## config.mk

```make
export PLATFORM = sky130hd
export DESIGN_NAME = stcp_timer
export DESIGN_NICKNAME = d
export VERILOG_FILES = /design/src/shared/stcp_pkg.sv /design/src/core/stcp_timer.sv
export SDC_FILE = /design/constraint.sdc
export NUM_CORES = 1
export LEC_CHECK = 0
export ABC_AREA = 1
export BUFFER_PORTS_ARGS = -buffer_cell sky130_fd_sc_hd__buf_2
export CAP_MARGIN = 30
export CORE_UTILIZATION = 40
export CTS_CLUSTER_DIAMETER = 30
export DETAILED_ROUTE_END_ITERATION = 8
export HOLD_SLACK_MARGIN = 0.08
export PLACE_DENSITY = 0.59
export SKIP_CTS_REPAIR_TIMING = 1
export SLEW_MARGIN = 20
export SYNTH_ARGS = -nofsm -noshare
export SYNTH_HDL_FRONTEND = slang
export SYNTH_SLANG_ARGS = --single-unit
```

## constraint.sdc

```tcl
create_clock -name pclk -period 5.62 [get_ports pclk]
set_input_delay 0 -clock pclk [delete_from_list [all_inputs] [get_ports pclk]]
set_output_delay 0 -clock pclk [all_outputs]
set_load 0.01 [all_outputs]
```

## src/shared/stcp_pkg.sv

```systemverilog
// Package: register map, field layout and types of the compare/PWM timer
`default_nettype none

package stcp_pkg;

  // ************************************************************
  // Bus geometry
  // ************************************************************
  localparam int ADDR_W = 8;
  localparam int DATA_W = 32;

  // ************************************************************
  // Register offsets (byte addresses)
  // ************************************************************
  localparam logic [ADDR_W-1:0] OFS_CTL0   = 8'h00;
  localparam logic [ADDR_W-1:0] OFS_CTL1   = 8'h04;
  localparam logic [ADDR_W-1:0] OFS_CNT_LO = 8'h08;
  localparam logic [ADDR_W-1:0] OFS_CNT_HI = 8'h0c;
  localparam logic [ADDR_W-1:0] OFS_CMPA_L = 8'h10;
  localparam logic [ADDR_W-1:0] OFS_CMPA_H = 8'h14;
  localparam logic [ADDR_W-1:0] OFS_PERIOD = 8'h18;
  localparam logic [ADDR_W-1:0] OFS_STATUS = 8'h1c;

  // ************************************************************
  // Field positions
  // ************************************************************
  localparam int CTL0_PAUSE  = 7;
  localparam int CTL0_CLK_HI = 6;
  localparam int CTL0_CLK_LO = 4;
  localparam int CTL0_ENABLE = 3;
  localparam int CTL1_MODE_HI = 7;
  localparam int CTL1_MODE_LO = 6;
  localparam int CTL1_FN_HI   = 5;
  localparam int CTL1_FN_LO   = 4;
  localparam int CTL1_OC      = 3;
  localparam int CTL1_POL     = 2;
  localparam int CTL1_DPX     = 1;
  localparam int CTL1_CCLR    = 0;
  localparam int STAT_A_FLAG  = 0;
  localparam int STAT_P_FLAG  = 1;
  localparam int STAT_PIN     = 2;

  // ************************************************************
  // Reset values
  // ************************************************************
  localparam logic [7:0]  RST_CTL1 = 8'h00;
  localparam logic [15:0] RST_CMPA = 16'h0000;
  localparam logic [7:0]  RST_PER  = 8'h00;

  // ************************************************************
  // Modes and pin functions
  // ************************************************************
  localparam logic [1:0] MODE_CMP = 2'h0;
  localparam logic [1:0] MODE_PWM = 2'h2;
  localparam logic [1:0] MODE_TMR = 2'h3;
  localparam logic [1:0] FN_NONE  = 2'h0;
  localparam logic [1:0] FN_LOW   = 2'h1;
  localparam logic [1:0] FN_HIGH  = 2'h2;
  localparam logic [1:0] FN_TOG   = 2'h3;

  typedef enum logic [1:0] {
    STCP_BUS_IDLE = 2'b00,
    STCP_BUS_ACK  = 2'b01
  } stcp_bus_t;

  typedef struct packed {
    stcp_bus_t         bus;
    logic              pready;
    logic              pslverr;
    logic [DATA_W-1:0] prdata;
    logic              en;
    logic              en_prev;
    logic              pause;
    logic [2:0]        clksel;
    logic [7:0]        ctl1;
    logic [15:0]       cmpa;
    logic [7:0]        per;
    logic [15:0]       cnt;
    logic [1:0]        flags;
    logic              pin;
    logic              out;
    logic              oe;
  } stcp_state_t;

endpackage

`default_nettype wire

```

## src/core/stcp_timer.sv

```systemverilog
// Module: 16-bit compare/PWM timer with APB register slave
// Function
// - Period byte compares counter upper byte only
// - Period match every value*256, zero gives 65536
// - Zero period value lets counter overflow
// - 16-bit compare-A from two bytes, full compare
// - Mode 00: compare-match output, two clear sources
// - Clear-select low: period clear, both flags
// - Clear-select high: A clear, A flag only
// - Compare-A zero: overflow at FFFF, no flag
// - Pin changes only on compare-A match or enable rise
// - A match drives pin high, low, toggle
// - Pin field: none, low, high, toggle
// - Enable rise loads initial pin level
// - Enable rise zeroes counter, fall freezes it
// - Mode 11 counts like 00, pin undriven
// - Mode 10 PWM, swap bit picks roles
// - PWM raises both flags on matches
// - PWM: active level, pin force, inversion
// - Swap 0: period from byte, duty compare-A
// - Duty at or above period: 100%
// - Swap 1: period compare-A, duty from byte
//
// The register offsets and the APB interface to the registers were chosen for this implementation.
`timescale 1ns/100ps
`default_nettype none

module stcp_timer (
  // Clock and reset
  input  wire logic                        pclk,
  input  wire logic                        presetn,
  // APB slave
  input  wire logic                        psel,
  input  wire logic                        penable,
  input  wire logic                        pwrite,
  input  wire logic [stcp_pkg::ADDR_W-1:0] paddr,
  input  wire logic [stcp_pkg::DATA_W-1:0] pwdata,
  output logic      [stcp_pkg::DATA_W-1:0] prdata,
  output logic                             pready,
  output logic                             pslverr,
  // Timer output pin
  output logic                             pin_out,
  output logic                             pin_oe,
  // Match flags
  output logic                             a_match_flag,
  output logic                             p_match_flag
);
  import stcp_pkg::*;

  // ************************************************************
  // State
  // ************************************************************
  stcp_state_t s_q;
  stcp_state_t s_d;

  logic [1:0]  mode;
  logic [1:0]  pin_fn;
  logic        oc;
  logic        pol;
  logic        dpx;
  logic        cclr;
  logic        pwm;
  logic        cmp;
  logic        en_rise;
  logic        running;
  logic [15:0] cmpa_m1;
  logic [7:0]  hi_inc;
  logic        a_hit;
  logic        p_hit;
  logic        clr;
  logic        a_ev;
  logic        p_ev;
  logic [16:0] duty;
  logic        active;
  logic        lvl;
  logic        next_pin;
  logic        addr_ok;
  logic [31:0] rd;
  logic        do_wr;
  logic [1:0]  w1c;
  logic        wr_ctl0;
  logic        wr_ctl1;
  logic        wr_cmpa_l;
  logic        wr_cmpa_h;
  logic        wr_per;
  logic        wr_stat;
  logic [1:0]  flag_set;
  logic [1:0]  flag_nxt;
  logic        drv_out;
  logic        drv_oe;

  // ************************************************************
  // Control fields
  // ************************************************************
  assign mode    = s_q.ctl1[CTL1_MODE_HI:CTL1_MODE_LO];
  assign pin_fn  = s_q.ctl1[CTL1_FN_HI:CTL1_FN_LO];
  assign oc      = s_q.ctl1[CTL1_OC];
  assign pol     = s_q.ctl1[CTL1_POL];
  assign dpx     = s_q.ctl1[CTL1_DPX];
  assign cclr    = s_q.ctl1[CTL1_CCLR];
  assign pwm     = (mode == MODE_PWM);
  // Undefined mode code 01 behaves as timer mode
  assign cmp     = (mode == MODE_CMP);

  // ************************************************************
  // Enable edge and run condition
  // ************************************************************
  // Edge seen one cycle after the enabling write lands
  assign en_rise = s_q.en & ~s_q.en_prev;
  // A falling enable or pause simply stops counting: value held
  assign running = s_q.en & s_q.en_prev & ~s_q.pause;

  // ************************************************************
  // Comparators
  // ************************************************************
  // Matching one count early makes the period exact, with no
  // extra cycle spent at the compare value before the clear.
  assign cmpa_m1 = s_q.cmpa - 16'h0001;
  // Zero compare-A never matches; the counter wraps at ffff
  assign a_hit   = (s_q.cmpa != 16'h0000) && (s_q.cnt == cmpa_m1);
  assign hi_inc  = s_q.cnt[15:8] + 8'h01;
  // Upper byte only: matches fall on 256-count boundaries, and
  // a zero value meets the natural wrap at ffff
  assign p_hit   = (s_q.cnt[7:0] == 8'hff) && (hi_inc == s_q.per);

  always_comb begin
    if (pwm) begin
      clr = dpx ? a_hit : p_hit;
    end else if (cclr) begin
      clr = a_hit;
    end else begin
      clr = p_hit;
    end
  end

  // Flags and clear act in the matching cycle
  assign a_ev = running & a_hit;
  assign p_ev = running & p_hit & (pwm | ~cclr);

  // ************************************************************
  // PWM waveform
  // ************************************************************
  // With swap set, duty from the period byte: value*256, zero meaning 65536; else compare-A
  always_comb begin
    if (dpx) begin
      duty = {(s_q.per == 8'h00), s_q.per, 8'h00};
    end else begin
      duty = {1'b0, s_q.cmpa};
    end
  end

  // Count never reaches the period, so duty >= period stays active
  assign active = ({1'b0, s_q.cnt} < duty);

  always_comb begin
    case (pin_fn)
      FN_NONE: lvl = ~oc;
      FN_LOW:  lvl = oc;
      default: lvl = active ? oc : ~oc;
    endcase
  end

  // ************************************************************
  // Compare-mode pin state
  // ************************************************************
  always_comb begin
    next_pin = s_q.pin;
    if (en_rise) begin
      next_pin = oc;
    end else if (cmp && a_ev) begin
      case (pin_fn)
        FN_LOW:  next_pin = 1'b0;
        FN_HIGH: next_pin = 1'b1;
        FN_TOG:  next_pin = ~s_q.pin;
        default: next_pin = s_q.pin;
      endcase
    end
  end

  // ************************************************************
  // Register read decode
  // ************************************************************
  always_comb begin
    rd      = 32'h0000_0000;
    addr_ok = 1'b1;
    if (paddr == OFS_CTL0) begin
      rd[CTL0_PAUSE]              = s_q.pause;
      rd[CTL0_CLK_HI:CTL0_CLK_LO] = s_q.clksel;
      rd[CTL0_ENABLE]             = s_q.en;
    end else if (paddr == OFS_CTL1) begin
      rd[7:0] = s_q.ctl1;
    end else if (paddr == OFS_CNT_LO) begin
      rd[7:0] = s_q.cnt[7:0];
    end else if (paddr == OFS_CNT_HI) begin
      rd[7:0] = s_q.cnt[15:8];
    end else if (paddr == OFS_CMPA_L) begin
      rd[7:0] = s_q.cmpa[7:0];
    end else if (paddr == OFS_CMPA_H) begin
      rd[7:0] = s_q.cmpa[15:8];
    end else if (paddr == OFS_PERIOD) begin
      rd[7:0] = s_q.per;
    end else if (paddr == OFS_STATUS) begin
      rd[STAT_A_FLAG] = s_q.flags[0];
      rd[STAT_P_FLAG] = s_q.flags[1];
      rd[STAT_PIN]    = s_q.out;
    end else begin
      addr_ok = 1'b0;
    end
  end

  // Write lands at the access edge with pready already high
  assign do_wr = psel & penable & pwrite & s_q.pready & ~s_q.pslverr;

  // ************************************************************
  // Register write decode
  // ************************************************************
  // One strobe per register keeps the next-state logic flat; the
  // counter bytes get none, so writes there fall away silently
  always_comb begin
    wr_ctl0   = 1'b0;
    wr_ctl1   = 1'b0;
    wr_cmpa_l = 1'b0;
    wr_cmpa_h = 1'b0;
    wr_per    = 1'b0;
    wr_stat   = 1'b0;
    if (do_wr && (paddr == OFS_CTL0)) begin
      wr_ctl0 = 1'b1;
    end else if (do_wr && (paddr == OFS_CTL1)) begin
      wr_ctl1 = 1'b1;
    end else if (do_wr && (paddr == OFS_CMPA_L)) begin
      wr_cmpa_l = 1'b1;
    end else if (do_wr && (paddr == OFS_CMPA_H)) begin
      wr_cmpa_h = 1'b1;
    end else if (do_wr && (paddr == OFS_PERIOD)) begin
      wr_per = 1'b1;
    end else if (do_wr && (paddr == OFS_STATUS)) begin
      wr_stat = 1'b1;
    end
  end

  assign w1c   = wr_stat ? {pwdata[STAT_P_FLAG], pwdata[STAT_A_FLAG]} : 2'b00;

  // ************************************************************
  // Match flags
  // ************************************************************
  assign flag_set = {p_ev, a_ev};

  // Hardware set beats a same-cycle software clear; a status write
  // clears only the bits written as one
  generate
    for (genvar i = 0; i < 2; i++) begin : g_flag
      assign flag_nxt[i] = flag_set[i] | (s_q.flags[i] & ~w1c[i]);
    end
  endgenerate

  // ************************************************************
  // Pin driver
  // ************************************************************
  // Polarity applies after the level is picked, so initial and
  // forced levels invert alike; timer mode leaves the pin undriven
  always_comb begin
    if (cmp) begin
      drv_out = next_pin ^ pol;
      drv_oe  = 1'b1;
    end else if (pwm) begin
      drv_out = lvl ^ pol;
      drv_oe  = 1'b1;
    end else begin
      drv_out = 1'b0;
      drv_oe  = 1'b0;
    end
  end

  // ************************************************************
  // Next state
  // ************************************************************
  always_comb begin
    s_d = s_q;

    // Bus handshake: one access cycle, answer registered
    case (s_q.bus)
      STCP_BUS_IDLE: begin
        if (psel && !penable) begin
          s_d.bus     = STCP_BUS_ACK;
          s_d.pready  = 1'b1;
          s_d.pslverr = ~addr_ok;
          s_d.prdata  = pwrite ? 32'h0000_0000 : rd;
        end
      end
      default: begin
        if (psel && penable) begin
          s_d.bus     = STCP_BUS_IDLE;
          s_d.pready  = 1'b0;
          s_d.pslverr = 1'b0;
        end
      end
    endcase

    // Register writes; counter bytes are read only
    if (wr_ctl0) begin
      s_d.pause  = pwdata[CTL0_PAUSE];
      s_d.clksel = pwdata[CTL0_CLK_HI:CTL0_CLK_LO];
      s_d.en     = pwdata[CTL0_ENABLE];
    end
    if (wr_ctl1) begin
      s_d.ctl1 = pwdata[7:0];
    end
    if (wr_cmpa_l) begin
      s_d.cmpa[7:0] = pwdata[7:0];
    end
    if (wr_cmpa_h) begin
      s_d.cmpa[15:8] = pwdata[7:0];
    end
    if (wr_per) begin
      s_d.per = pwdata[7:0];
    end

    // Counter
    s_d.en_prev = s_q.en;
    if (en_rise) begin
      s_d.cnt = 16'h0000;
    end else if (running) begin
      s_d.cnt = clr ? 16'h0000 : s_q.cnt + 16'h0001;
    end

    // Flags and pin come from their own sections
    s_d.flags = flag_nxt;
    s_d.pin   = next_pin;
    s_d.out   = drv_out;
    s_d.oe    = drv_oe;
  end

  // ************************************************************
  // Registers
  // ************************************************************
  always_ff @(posedge pclk or negedge presetn) begin
    if (!presetn) begin
      s_q.bus     <= STCP_BUS_IDLE;
      s_q.pready  <= 1'b0;
      s_q.pslverr <= 1'b0;
      s_q.prdata  <= 32'h0000_0000;
      s_q.en      <= 1'b0;
      s_q.en_prev <= 1'b0;
      s_q.pause   <= 1'b0;
      s_q.clksel  <= 3'h0;
      s_q.ctl1    <= RST_CTL1;
      s_q.cmpa    <= RST_CMPA;
      s_q.per     <= RST_PER;
      s_q.cnt     <= 16'h0000;
      s_q.flags   <= 2'h0;
      s_q.pin     <= 1'b0;
      s_q.out     <= 1'b0;
      s_q.oe      <= 1'b0;
    end else begin
      s_q <= s_d;
    end
  end

  // ************************************************************
  // Outputs
  // ************************************************************
  assign prdata       = s_q.prdata;
  assign pready       = s_q.pready;
  assign pslverr      = s_q.pslverr;
  assign pin_out      = s_q.out;
  assign pin_oe       = s_q.oe;
  assign a_match_flag = s_q.flags[0];
  assign p_match_flag = s_q.flags[1];

endmodule // stcp_timer

`default_nettype wire

```

Word level (Yosys, flattened, before mapping)
Index checks and enable logic that the tools add are counted.
{"block": "op_classes", "magnitude_cmp": 1, "bitwise": 26, "muxes": 60, "reduce_logical": 22, "eq_ne": 15, "add_sub_neg": 3}
{"op": "two-way mux 16 bit", "count": 3}
{"op": "two-way mux 8 bit", "count": 6}
{"op": "two-way mux 1 bit", "count": 39}
{"op": "two-way mux 36 bit", "count": 1}
{"op": "== test 8 x 5 -> 1 bit, second input constant", "count": 4}
{"op": "< comparator 16 x 17 -> 1 bit", "count": 1}
{"op": "two-way mux 17 bit", "count": 1}
{"op": "adder 16 x 1 -> 16 bit, second input constant", "count": 1}
{"op": "== test 16 bit", "count": 1}
{"op": "== test 8 x 4 -> 1 bit, second input constant", "count": 2}
{"op": "zero test 8 bit", "count": 2}
{"op": "nonzero test 16 bit", "count": 1}
{"op": "subtractor 16 x 1 -> 16 bit, second input constant", "count": 1}
{"op": "bitwise AND 1 bit", "count": 12}
{"op": "logical AND 1 bit", "count": 11}
{"op": "two-way mux 5 bit", "count": 2}
{"op": "two-way mux 3 bit", "count": 3}
{"op": "inverter 1 bit", "count": 9}
{"op": "adder 8 x 1 -> 8 bit, second input constant", "count": 1}
{"op": "== test 8 x 3 -> 1 bit, second input constant", "count": 1}
{"op": "== test 8 bit", "count": 1}
{"op": "== test 8 bit, second input constant", "count": 1}
{"op": "two-way mux 4 bit", "count": 2}
{"op": "== test 2 bit, second input constant", "count": 3}
{"op": "other kinds (11)", "count": 18}
{"block": "totals", "elab_cells": 144, "regBits": 95, "in_bits": 45}

Logic depth before layout (Yosys ltp)
Gate-level depths: netlist of run 1.
{"block": "logic_depth", "word_depth": 15, "depth_mapped": 19}

Worst setup path after synthesis of run 1
No wires, ideal clock.
{"block": "synth_timing", "path_kind": "reg-to-reg", "start": "reg s_q (netlist bit dpx)", "end": "reg s_q (netlist bit pin_out)", "required_time_ns": 5.503, "t_arrival_ns": 2.034, "path_stages_with_launch": 18, "slack_ns": 3.468, "period_less_slack_ns": 2.152, "setup_ns": 0.117, "path_cell_list": "dfrtp_1 buf_2 clkbuf_1 nand2_1 o21ai_0 ha_1 a21oi_1 nor2_1 a211oi_1 nor2_1 nor2_1 nand3_1 nand2_1 nand2_1 nand2_1 nand3_1 nand3b_1 nand2_1"}
{"block": "synth_via", "elab_chain_cells": 7}
{"item": "start: declaration", "line_no": "stcp_timer.sv:53", "rtl": "stcp_state_t s_q;"}
{"item": "two-way mux 17 bit", "line_no": "stcp_timer.sv:145", "rtl": "if (dpx) begin"}
{"item": "< comparator 16 x 17 -> 1 bit", "line_no": "stcp_timer.sv:153", "rtl": "assign active = ({1'b0, s_q.cnt} < duty);"}
{"item": "two-way mux 1 bit", "line_no": "stcp_timer.sv:159", "rtl": "default: lvl = active ? oc : ~oc;"}
{"item": "one-hot mux 1 bit (2 select lines)", "line_no": "stcp_timer.sv:156", "rtl": "case (pin_fn)"}
{"item": "bitwise XOR 1 bit", "line_no": "stcp_timer.sv:266", "rtl": "drv_out = lvl ^ pol;"}
{"item": "two-way mux 1 bit", "line_no": "stcp_timer.sv:265", "rtl": "end else if (pwm) begin"}
{"item": "two-way mux 1 bit", "line_no": "stcp_timer.sv:262", "rtl": "if (cmp) begin"}
{"item": "named net drv_out", "line_no": "stcp_timer.sv:89", "rtl": "logic drv_out;"}
The timed path passes the listed nets, and every way through them passes these cells.
A chain may end at the register's enable or synchronous reset.

Final worst setup path of run 1
Same ends and word-level chain as after synthesis.

==> impl_results.md, run 1 <==
- Slew headroom: 60.5%
- Total Power: 1.16 mW
- Wirelength, routed: 15.2 mm
- Starting Density: 41.1%
- Status: completed
- Std-Cell Core Area: 12600 µm²
- TritonCTS Buffers: 9
- Reg2Reg Depth: 15
- Hold Path Cell Cnt: 3
- Max-slew violation total from the final report: 0
- Post-synthesis cell area: 5180 µm²
- Post-synth top area cell: dfrtp_1
- Pre-CTS WS: 2770 ps
- Max frequency: 338 MHz
- Clock transition at path regs: 60 ps
- Drt pass-1 iters: 5
- Skew final: 7.05 ps
- Post-Synthesis Cells: 707
- Synth area leaders: dfrtp_1, nand2_1, o21ai_0
- CP Max Fanout: 18
- Row Count: 41
- DRC errors left: 0
- Diodes inserted: 0
- Pin count of the biggest net entering global routing: 70
- GP Congestion: 0.911
- Post-Route Utilization: 45.2%
- DR WL/cell: 16.7 µm
- Die W: 116 µm
- Syn. warnings: 0
- Reg-to-reg startpoint: dpx
- Most common flop cell mapped by yosys: dfrtp_1
- Buffers & Inverters on Critical Path: 1
- Post-DP HPWL: 11.7 mm
- # setup viols final: 0
- Initial antenna violation count: 0
- Clk sink count: 69
- Synth cell types: 45
- Initial DRC count: 282
- Number of global-route vias before repair: 4488
- Slowest CP cell: dfrtp_1
- Die area: 13400 µm²
- Antenna Nets Post-Route: 0
- Layout cell share with drive strength beyond 1: 12.4%
- Ports: 83
- Total Routing Usage GR: 24.1%
- First-pass GRT wire length: 24.1 mm
- Final net count: 800
- Hold Path Class: in -> reg
- Via density: 5.25
- TritonCTS clock tree: done
- Setup TNS Final: 0 ps
- Setup slack after layout: 2660 ps
- FF-to-FF End: pin_out
- Post-layout minimum cycle time: 2960 ps
- Synth top area share: 33.3%
- Crit path DAT: 3180 ps
- Count leader, synth: nand2_1
- Final Cell Area: 5700 µm²
- Static Leak: 2.68 nW
- Crit end category: register
- CP required: 5840 ps
- # port buffers: 34
- Final hold vios: 0
- Cell Chain, Critical Path: clkinv_1 > nor2_1 > o21bai_1 > ha_1 > nand4_1 > o211ai_1 > nand2_1 > nand3_1 > nand2_1 > nand2_1 > nand2_1 > nand2_1 > nand2_1 > nand3b_1 > nand2_1
- Max cap viols: 0
- Routed vias: 4784
- WHS Endpoint: s_q[43]
- Clock Latency Late Sink: 340 ps
- Family with the most delay on the worst path: simple AND/OR/NAND/NOR gates
- CP max stage delay: 710 ps
- Least-Margin Pin Slew: 592 ps
- Hold Path Origin: pwdata[6]
- Area of the multi-input gates: 2900 µm²
- CTS Buffer Depth: 2
- Setup CP Type: reg -> reg
- Post-synth ARST share: 100%
- Non-filler cells, final: 912
- RSZ-0062 raised after global routing: false
- Post-synth EDFFs: 0
- CP dominant cell by count: nand2_1
- Synth-to-Final Area Change: 9.94%
- Clk Tree Root Cell: clkbuf_16
- DP Area: 5320 µm²
- Hold Slack: 65.8 ps
- Synthesized flop and latch total: 69
- Flop2flop setup slack: 2660 ps
- Total area of sequential cells: 1730 µm²
- Part of the cycle the worst path needs: 52.6%
- Syn avg cell area: 7.33 µm²
- Die Y: 116 µm
- VDD IR max: 0.142 mV
- Fillers: 1299
- Type of origin of the critical path: register
- Placed insts: 889
- Sequential fraction of the synthesis area: 33.3%
- H-tree levels: 3
- Top cells by count, synth: nand2_1, o21ai_0, inv_1
- Remaining global-route overflow: 0
- Pwr Density: 203 nW/µm²
## cell families after synthesis
family	Yosys count	share of synthesized area (%)
compound gates	134	15.6
xor+xnor	31	5.24
fa+ha+maj	19	4.59
buf+inv	129	12.5
flops	69	33.3
mux	1	0.193
other cells	1	0.0723
simple gates	323	28.5
## cells in the final DEF (no fill, tap or decap), drive strengths merged, types with 2 or more instances in the layout
master       instances
nor4                 3
o211ai               5
dlygate4sd3          7
inv                 79
o221ai               5
nor3                12
buf                 36
nor2                64
xnor2               11
conb                24
a221oi               2
o22ai               14
clkinv               5
nand4               10
clkbuf               9
ha                  19
nand3               36
nand2              191
dfrtp               69
nand3b               6
o21ai               85
a21oi               14
xor2                20
clkinvlp             2
o2111ai              3
## worst max-delay path by stage
stage,startpoint,cells after the start,slack [ps],end
after floorplan,dpx,17,3470,pin_out
after detailed placement,dpx,15,2770,pin_out
after global placement,dpx,15,2790,pin_out
after CTS,dpx,15,2750,pin_out
final,dpx,15,2660,pin_out
after global routing,dpx,15,2430,pin_out
## worst reg2reg max path: cells and delay by family, from the launching register on
family | cells | cell delay [ps]
buffers and inverters | 1 | 440
AO/OA/AOI/OAI | 2 | 470
AND/OR/NAND/NOR | 11 | 1020
flip-flops | 1 | 710
adder cells (fa/ha/maj) | 1 | 210
## area by class of cell
type	instances	area share (%)
Tap cell	172	3.78
Clock buffer	9	3.95
Sequential cell	69	30.3
Clock inverter	6	1.12
Inverter	81	5.33
Timing Repair Buffer	43	4.70
Multi-Input combinational cell	532	50.8
## power breakdown
group / internal, mW / switching [mW] / leakage, nW
clock network: 0.341 / 0.221 / 0.138
logic: 0.0290 / 0.0577 / 1.60
registers: 0.502 / 0.00654 / 0.944
total: 0.871 / 0.286 / 2.68
## sequential cells by signal, indices dropped and copies added, names as in the netlist
| signal | cells |
|---|---|
| p_match_flag | 1 |
| dpx | 1 |
| cclr | 1 |
| pslverr | 1 |
| prdata | 8 |
| pol | 1 |
| a_match_flag | 1 |
| pin_out | 1 |
| s_q | 47 |
| mode | 2 |
| pin_fn | 2 |
| s_d | 1 |
| oc | 1 |
| pin_oe | 1 |
## routing by layer
metal  vias up  routed length [µm]  GRT usage, %
met2       181                7070          38.5
met1      2243                6850          32.5
li1       2335                   -             -
met4         0                 387          10.4
met5         -                   0             0
met3        25                 932          3.61
Power figures use the tool's default switching activity.
==> run 2, diff against run 1 <==
==> constraint.sdc (replaced) <==
create_clock -name pclk -period 2.76 [get_ports pclk]
set_input_delay 0 -clock pclk [delete_from_list [all_inputs] [get_ports pclk]]
set_output_delay 0 -clock pclk [all_outputs]
set_load 0.01 [all_outputs]
==> run 2 against run 1 <==
Against the previous run: clock power is 130% higher; design area up 1.8%; clock-buffer cell count up 4; global-route usage rose by 0.12 points; critical path depth decreased by 1; register-to-register slack got worse by 2400 ps; total power grew 110%; clock skew about the same; non-clock buffer count grew 10.
==> impl_results.md, run 2 (same netlist as run 1, synthesis figures left out) <==
- Status: completed
- DRC errors left: 0 (unchanged)
- Area of the multi-input gates: 2900 µm² (unchanged)
- GP Congestion: 0.910 (-0.12%)
- Crit path DAT: 2770 ps (-410 ps)
- Most frequent cells in the layout: nand2_1, o21ai_0, inv_1, dfrtp_1, nor2_1
- Largest register FFs: 47 (unchanged)
- Clock transition at path regs: 60 ps (about the same)
- Fillers: 1303 (+0.31%)
- DP Area: 5400 µm² (+1.4%)
- Static Leak: 2.74 nW (+2.3%)
- Commonest non-fill, non-tap cell in the layout: nand2_1
- TritonCTS clock tree: done
- Initial antenna violation count: 0 (unchanged)
- Hold Path Origin: pwdata[6]
- CP Max Fanout: 12 (-6)
- Post-DP HPWL: 11.9 mm (+1.7%)
- Die W: 116 µm (unchanged)
- # port buffers: 34 (unchanged)
- Clk Tree Root Cell: clkbuf_16
- Number of global-route vias before repair: 4647 (+3.5%)
- DR WL/cell: 16.6 µm (-0.60%)
- Remaining global-route overflow: 0 (unchanged)
- CTS Buffer Depth: 2 (unchanged)
- H-tree levels: 3 (unchanged)
- Wirelength, routed: 15.3 mm (+0.60%)
- FF-to-FF End: s_q[7]
- Initial DRC count: 315 (+12%)
- Pre-CTS WS: 281 ps (-2490 ps)
- Final Cell Area: 5800 µm² (+1.8%)
- Pwr Density: 428 nW/µm² (+110%)
- Antenna Nets Post-Route: 0 (unchanged)
- Drt pass-1 iters: 5 (unchanged)
- Std-Cell Core Area: 12600 µm² (unchanged)
- WHS Endpoint: s_q[43]
- Total area of sequential cells: 1730 µm² (unchanged)
- Clock Latency Late Sink: 340 ps (about the same)
- Slew headroom: 42.6% (-18 points)
- Non-filler cells, final: 923 (+1.2%)
- Diodes inserted: 0 (unchanged)
- RSZ-0062 raised after global routing: false
- Hold Path Class: in -> reg
- Part of the cycle the worst path needs: 91.5% (+39 points)
- Via density: 5.22 (-0.53%)
- Reg-to-reg startpoint: s_q[29]
- # setup viols final: 0 (unchanged)
- Synth-to-Final Area Change: 11.9%
- Die area: 13400 µm² (unchanged)
- Starting Density: 41.1% (unchanged)
- Setup CP Type: reg -> reg
- Pin count of the biggest net entering global routing: 70 (unchanged)
- Setup slack after layout: 235 ps (-2430 ps)
- Ports: 83 (unchanged)
- Biggest register: s_q
- Final net count: 810 (+1.3%)
- Max-slew violation total from the final report: 0 (unchanged)
- Post-layout minimum cycle time: 2520 ps (-432 ps)
- Die Y: 116 µm (unchanged)
- Max frequency: 396 MHz (+17%)
- TritonCTS Buffers: 9 (unchanged)
- Layout cell share with drive strength beyond 1: 13.3% (+0.88 points)
- Least-Margin Pin Slew: 861 ps (+269 ps)
- Reg2Reg Depth: 14 (-1)
- Biggest regs: s_q (47), prdata (8)
- Type of origin of the critical path: register
- Setup TNS Final: 0 ps (unchanged)
- Hold Path Cell Cnt: 3 (unchanged)
- Row Count: 41 (unchanged)
- Total Routing Usage GR: 24.2% (+0.12 points)
- Max cap viols: 0 (unchanged)
- First-pass GRT wire length: 24.4 mm (+1.1%)
- Skew final: 7.46 ps (+0.409 ps)
- Final hold vios: 0 (unchanged)
- Placed insts: 899 (+1.1%)
- Flop2flop setup slack: 240 ps (-2430 ps)
- Crit end category: register
- CP required: 3010 ps (-2830 ps)
- Routed vias: 4816 (+0.67%)
- Clk sink count: 69 (unchanged)
- VDD IR max: 0.357 mV (+150%)
==> run 2: how the worst max path moves through the flow <==
stage,start,to,slack [ps],depth (start not counted)
2_1_floorplan,dpx,pin_out,610,17
3_3_place_gp,s_q[29],s_q[5],340,13
3_5_place_dp,s_q[29],s_q[15],280,13
4_1_cts,s_q[29],s_q[7],260,14
5_1_grt,s_q[29],s_q[7],70,14
6_report,s_q[29],s_q[7],240,14
==> run 2: power breakdown <==
part           total (mW)  leakage (nW)  internal (mW)  switching (mW)
registers            1.04         0.944           1.02          0.0149
clock network        1.27         0.156          0.841           0.430
logic               0.176          1.64         0.0584           0.118
total                2.48          2.74           1.92           0.563
==> run 2: metrics by stage <==
| stage | power [mW] | utilization, % | hold slack, ps |
|---|---|---|---|
| finish | 2.48 | 46.0 | 44.0 |
| global route | 2.57 | 46.0 | 87.8 |
| CTS | 2.49 | 45.4 | -99.6 |
| detailed placement | 1.22 | 42.8 | 255 |
| global placement | 1.22 | 42.8 | 249 |
| floorplan | 1.17 | - | -296 |
==> run 2: worst max-delay path, stage by stage (launching register included) <==
cell and delay (ps):
dfrtp_1 450, inv_1 180, ha_1 260, nand2_2 110
nor2_2 110, nand2_1 80, nand2_1 70, nand2_1 50
nand2_1 80, nor2_2 40, nand3_2 110, nor2_4 70
o21ai_2 300, nand2_2 280, o21ai_0 230
==> run 2: layout make-up <==
class                           instances  area share, %
Multi-Input combinational cell        532           49.9
Sequential cell                        69           29.8
Timing Repair Buffer                   53           5.74
Inverter                               81           5.24
Clock buffer                           13           4.48
Tap cell                              172           3.71
Clock inverter                          3           1.16
==> run 2: routing by layer <==
metal | vias up | global-route usage (%) | share of wire [%]
met5 | - | 0 | 0
met3 | 33 | 3.50 | 6.7
li1 | 2343 | - | -
met1 | 2252 | 32.3 | 44
met4 | 0 | 8.97 | 2.7
met2 | 188 | 39.9 | 47
==> run 3, diff against run 2 <==
--- a/config.mk
+++ b/config.mk
@@ -6,13 +6,14 @@
 export NUM_CORES = 1
 export LEC_CHECK = 0
 export ABC_AREA = 1
-export BUFFER_PORTS_ARGS = -buffer_cell sky130_fd_sc_hd__buf_2
 export CAP_MARGIN = 30
+export CORE_MARGIN = 8
 export CORE_UTILIZATION = 40
 export CTS_CLUSTER_DIAMETER = 30
 export DETAILED_ROUTE_END_ITERATION = 8
+export DONT_BUFFER_PORTS = 1
 export HOLD_SLACK_MARGIN = 0.08
-export PLACE_DENSITY = 0.59
+export PLACE_DENSITY = 0.53
 export SKIP_CTS_REPAIR_TIMING = 1
 export SLEW_MARGIN = 20
 export SYNTH_ARGS = -nofsm -noshare
==> run 3 against run 2 <==
Against the previous run: wire length is 5.1% higher; critical path type unchanged; design area shrank 2.5%; sequential share of layout area rose by 0.75 points; clock power fell by 17%; largest cell class unchanged; sequential power hardly changed; die area up 26%; clock-buffer cell count is the same; utilization down 1.1 points; combinational power is 6% lower; non-clock buffer count fell by 27.
==> impl_results.md, run 3 (same netlist as run 1, synthesis figures left out) <==
- Commonest non-fill, non-tap cell in the layout: nand2_1
- Total Routing Usage GR: 19.7% (-4.6 points)
- Post-DP HPWL: 12.6 mm (+5.7%)
- H-tree levels: 3 (unchanged)
- Initial antenna violation count: 0 (unchanged)
- Final net count: 783 (-3.3%)
- Slew headroom: 63.8% (+21 points)
- Via density: 5.27 (+0.93%)
- Family with the most delay on the worst path: simple AND/OR/NAND/NOR gates
- Clk sink count: 69 (unchanged)
- Number of global-route vias before repair: 4623 (-0.52%)
- Drt pass-1 iters: 5 (unchanged)
- Max-slew violation total from the final report: 0 (unchanged)
- Diodes inserted: 0 (unchanged)
- Wirelength, routed: 16.1 mm (+5.1%)
- Die area: 16900 µm² (+26%)
- CP max stage delay: 530 ps (+80 ps)
- Clk Tree Root Cell: clkbuf_16
- Biggest register: s_q
- Final hold vios: 0 (unchanged)
- CTS Buffer Depth: 2 (unchanged)
- Die Y: 130 µm (+12%)
- Hold Path Class: in -> reg
- Row Count: 41 (unchanged)
- RSZ-0062 raised after global routing: false
- Final Cell Area: 5660 µm² (-2.5%)
- TritonCTS Buffers: 9 (unchanged)
- Slowest CP cell: dfrtp_1
- DP Area: 5230 µm² (-3.2%)
- Crit end category: register
- # port buffers: 0 (-100%)
- Cell Chain, Critical Path: buf_4 > o21ai_0 > ha_1 > nand2_1 > nor2_1 > a211oi_1 > nor2_1 > nor2_1 > nand4_1 > nand2_1 > nand2_1 > nand2_1 > nand2_1 > nand3b_1 > nand2_1
- Pwr Density: 400 nW/µm² (-6.5%)
- Part of the cycle the worst path needs: 90.9% (-0.61 points)
- Static Leak: 2.62 nW (-4.7%)
- Synth-to-Final Area Change: 9.20%
- TritonCTS clock tree: done
- Setup CP Type: reg -> reg
- Ports: 83 (unchanged)
- Least-Margin Pin Slew: 542 ps (-319 ps)
- CP Max Fanout: 13 (+1)
- Starting Density: 41.1% (unchanged)
- Largest register FFs: 47 (unchanged)
- Buffers & Inverters on Critical Path: 1 (unchanged)
- Max frequency: 399 MHz (+0.67%)
- Post-layout minimum cycle time: 2510 ps (-16.7 ps)
- Remaining global-route overflow: 0 (unchanged)
- Logic pwr share: 7.3% (+0.2 points)
- First-pass GRT wire length: 25.0 mm (+2.5%)
- Die W: 130 µm (+12%)
- Status: completed
- Clock share of power: 46.8% (-4.4 points)
- DRC errors left: 0 (unchanged)
- DR WL/cell: 18.0 µm (+8.5%)
- Std-Cell Core Area: 12600 µm² (unchanged)
- Flop pwr share: 45.9% (+4.2 points)
- Placed insts: 865 (-3.8%)
- Setup TNS Final: 0 ps (unchanged)
- Crit path DAT: 2730 ps (-40 ps)
- Pin count of the biggest net entering global routing: 70 (unchanged)
- Type of origin of the critical path: register
- Hold Slack: 121 ps (+76.6 ps)
- Clock transition at path regs: 60 ps (about the same)
- Initial DRC count: 352 (+12%)
- Antenna Nets Post-Route: 0 (unchanged)
- Max cap viols: 0 (unchanged)
- Non-filler cells, final: 894 (-3.1%)
- CP dominant cell by count: nand2_1
- Clock Latency Late Sink: 330 ps (about the same)
- Skew final: 9.12 ps (+1.66 ps)
- Biggest regs: s_q (47), prdata (8)
- # setup viols final: 0 (unchanged)
- CP required: 2980 ps (-30 ps)
- VDD IR max: 0.298 mV (-17%)
- GP Congestion: 0.974 (+7.1%)
- Routed vias: 4708 (-2.2%)
- Cell Int Power: 1.72 mW (-10%)
- Most frequent cells in the layout: nand2_1, o21ai_0, inv_1, dfrtp_1, nor2_1
- Layout cell share with drive strength beyond 1: 9.00% (-4.3 points)
- Sw power: 542 µW (-3.8%)
- Switching share of power: 23.9% (+1.3 points)
## run 3: worst reg2reg max path, delay by kind of cell (launching register included)
family / cells / cell delay [ps]
AO/OA/AOI/OAI: 2 / 400
adder cells (fa/ha/maj): 1 / 290
buffers and inverters: 1 / 230
flip-flops: 1 / 530
AND/OR/NAND/NOR: 11 / 940
## run 3: final timing paths
check | start | end | slack [ps] | depth (start not counted)
min in group asynchronous | presetn | s_q[26] | 220 | 2
setup / recovery | dpx | pin_out | 250 | 15
hold reg to reg | s_d[57] | s_q[57] | 430 | 0
setup reg to reg | dpx | pin_out | 250 | 15
hold / removal | paddr[0] | pslverr | 120 | 4
max in group asynchronous | presetn | s_q[10] | 2240 | 2
## run 3: area by class of cell
cell class | count | area (µm²)
inverters | 81 | 304
multi-input cells | 532 | 2900
clock buffers | 13 | 260
well taps | 172 | 215
repair buffers | 26 | 250
clock inverters | 1 | 7.51
fillers | 1305 | 6960
flip-flops and latches | 69 | 1730
## run 3: metal layers
metal / GRT usage, % / vias to the layer above / wire length [µm]
met5: 0 / - / 0
met4: 9.22 / 0 / 523
met3: 4.24 / 35 / 1080
met2: 32.1 / 154 / 7440
met1: 24.3 / 2224 / 7070
li1: - / 2295 / -
## run 3: per-stage QoR
stage	total power, mW	utilization (%)	setup WS, ps
3_3_place_gp	1.18	41.4	280
5_1_grt	2.35	44.9	20.3
4_1_cts	2.24	43.5	245
3_5_place_dp	1.18	41.4	268
6_report	2.27	44.9	252
2_1_floorplan	1.17	-	608
## run 3: power groups by stage
stage / Sequential [mW] / Combinational (mW) / Clock (mW)
3_5_place_dp: 1.06 / 0.123 / 0
5_1_grt: 1.04 / 0.188 / 1.12
4_1_cts: 1.04 / 0.123 / 1.08
2_1_floorplan: 1.05 / 0.123 / 0
6_report: 1.04 / 0.165 / 1.06
3_3_place_gp: 1.06 / 0.121 / 0
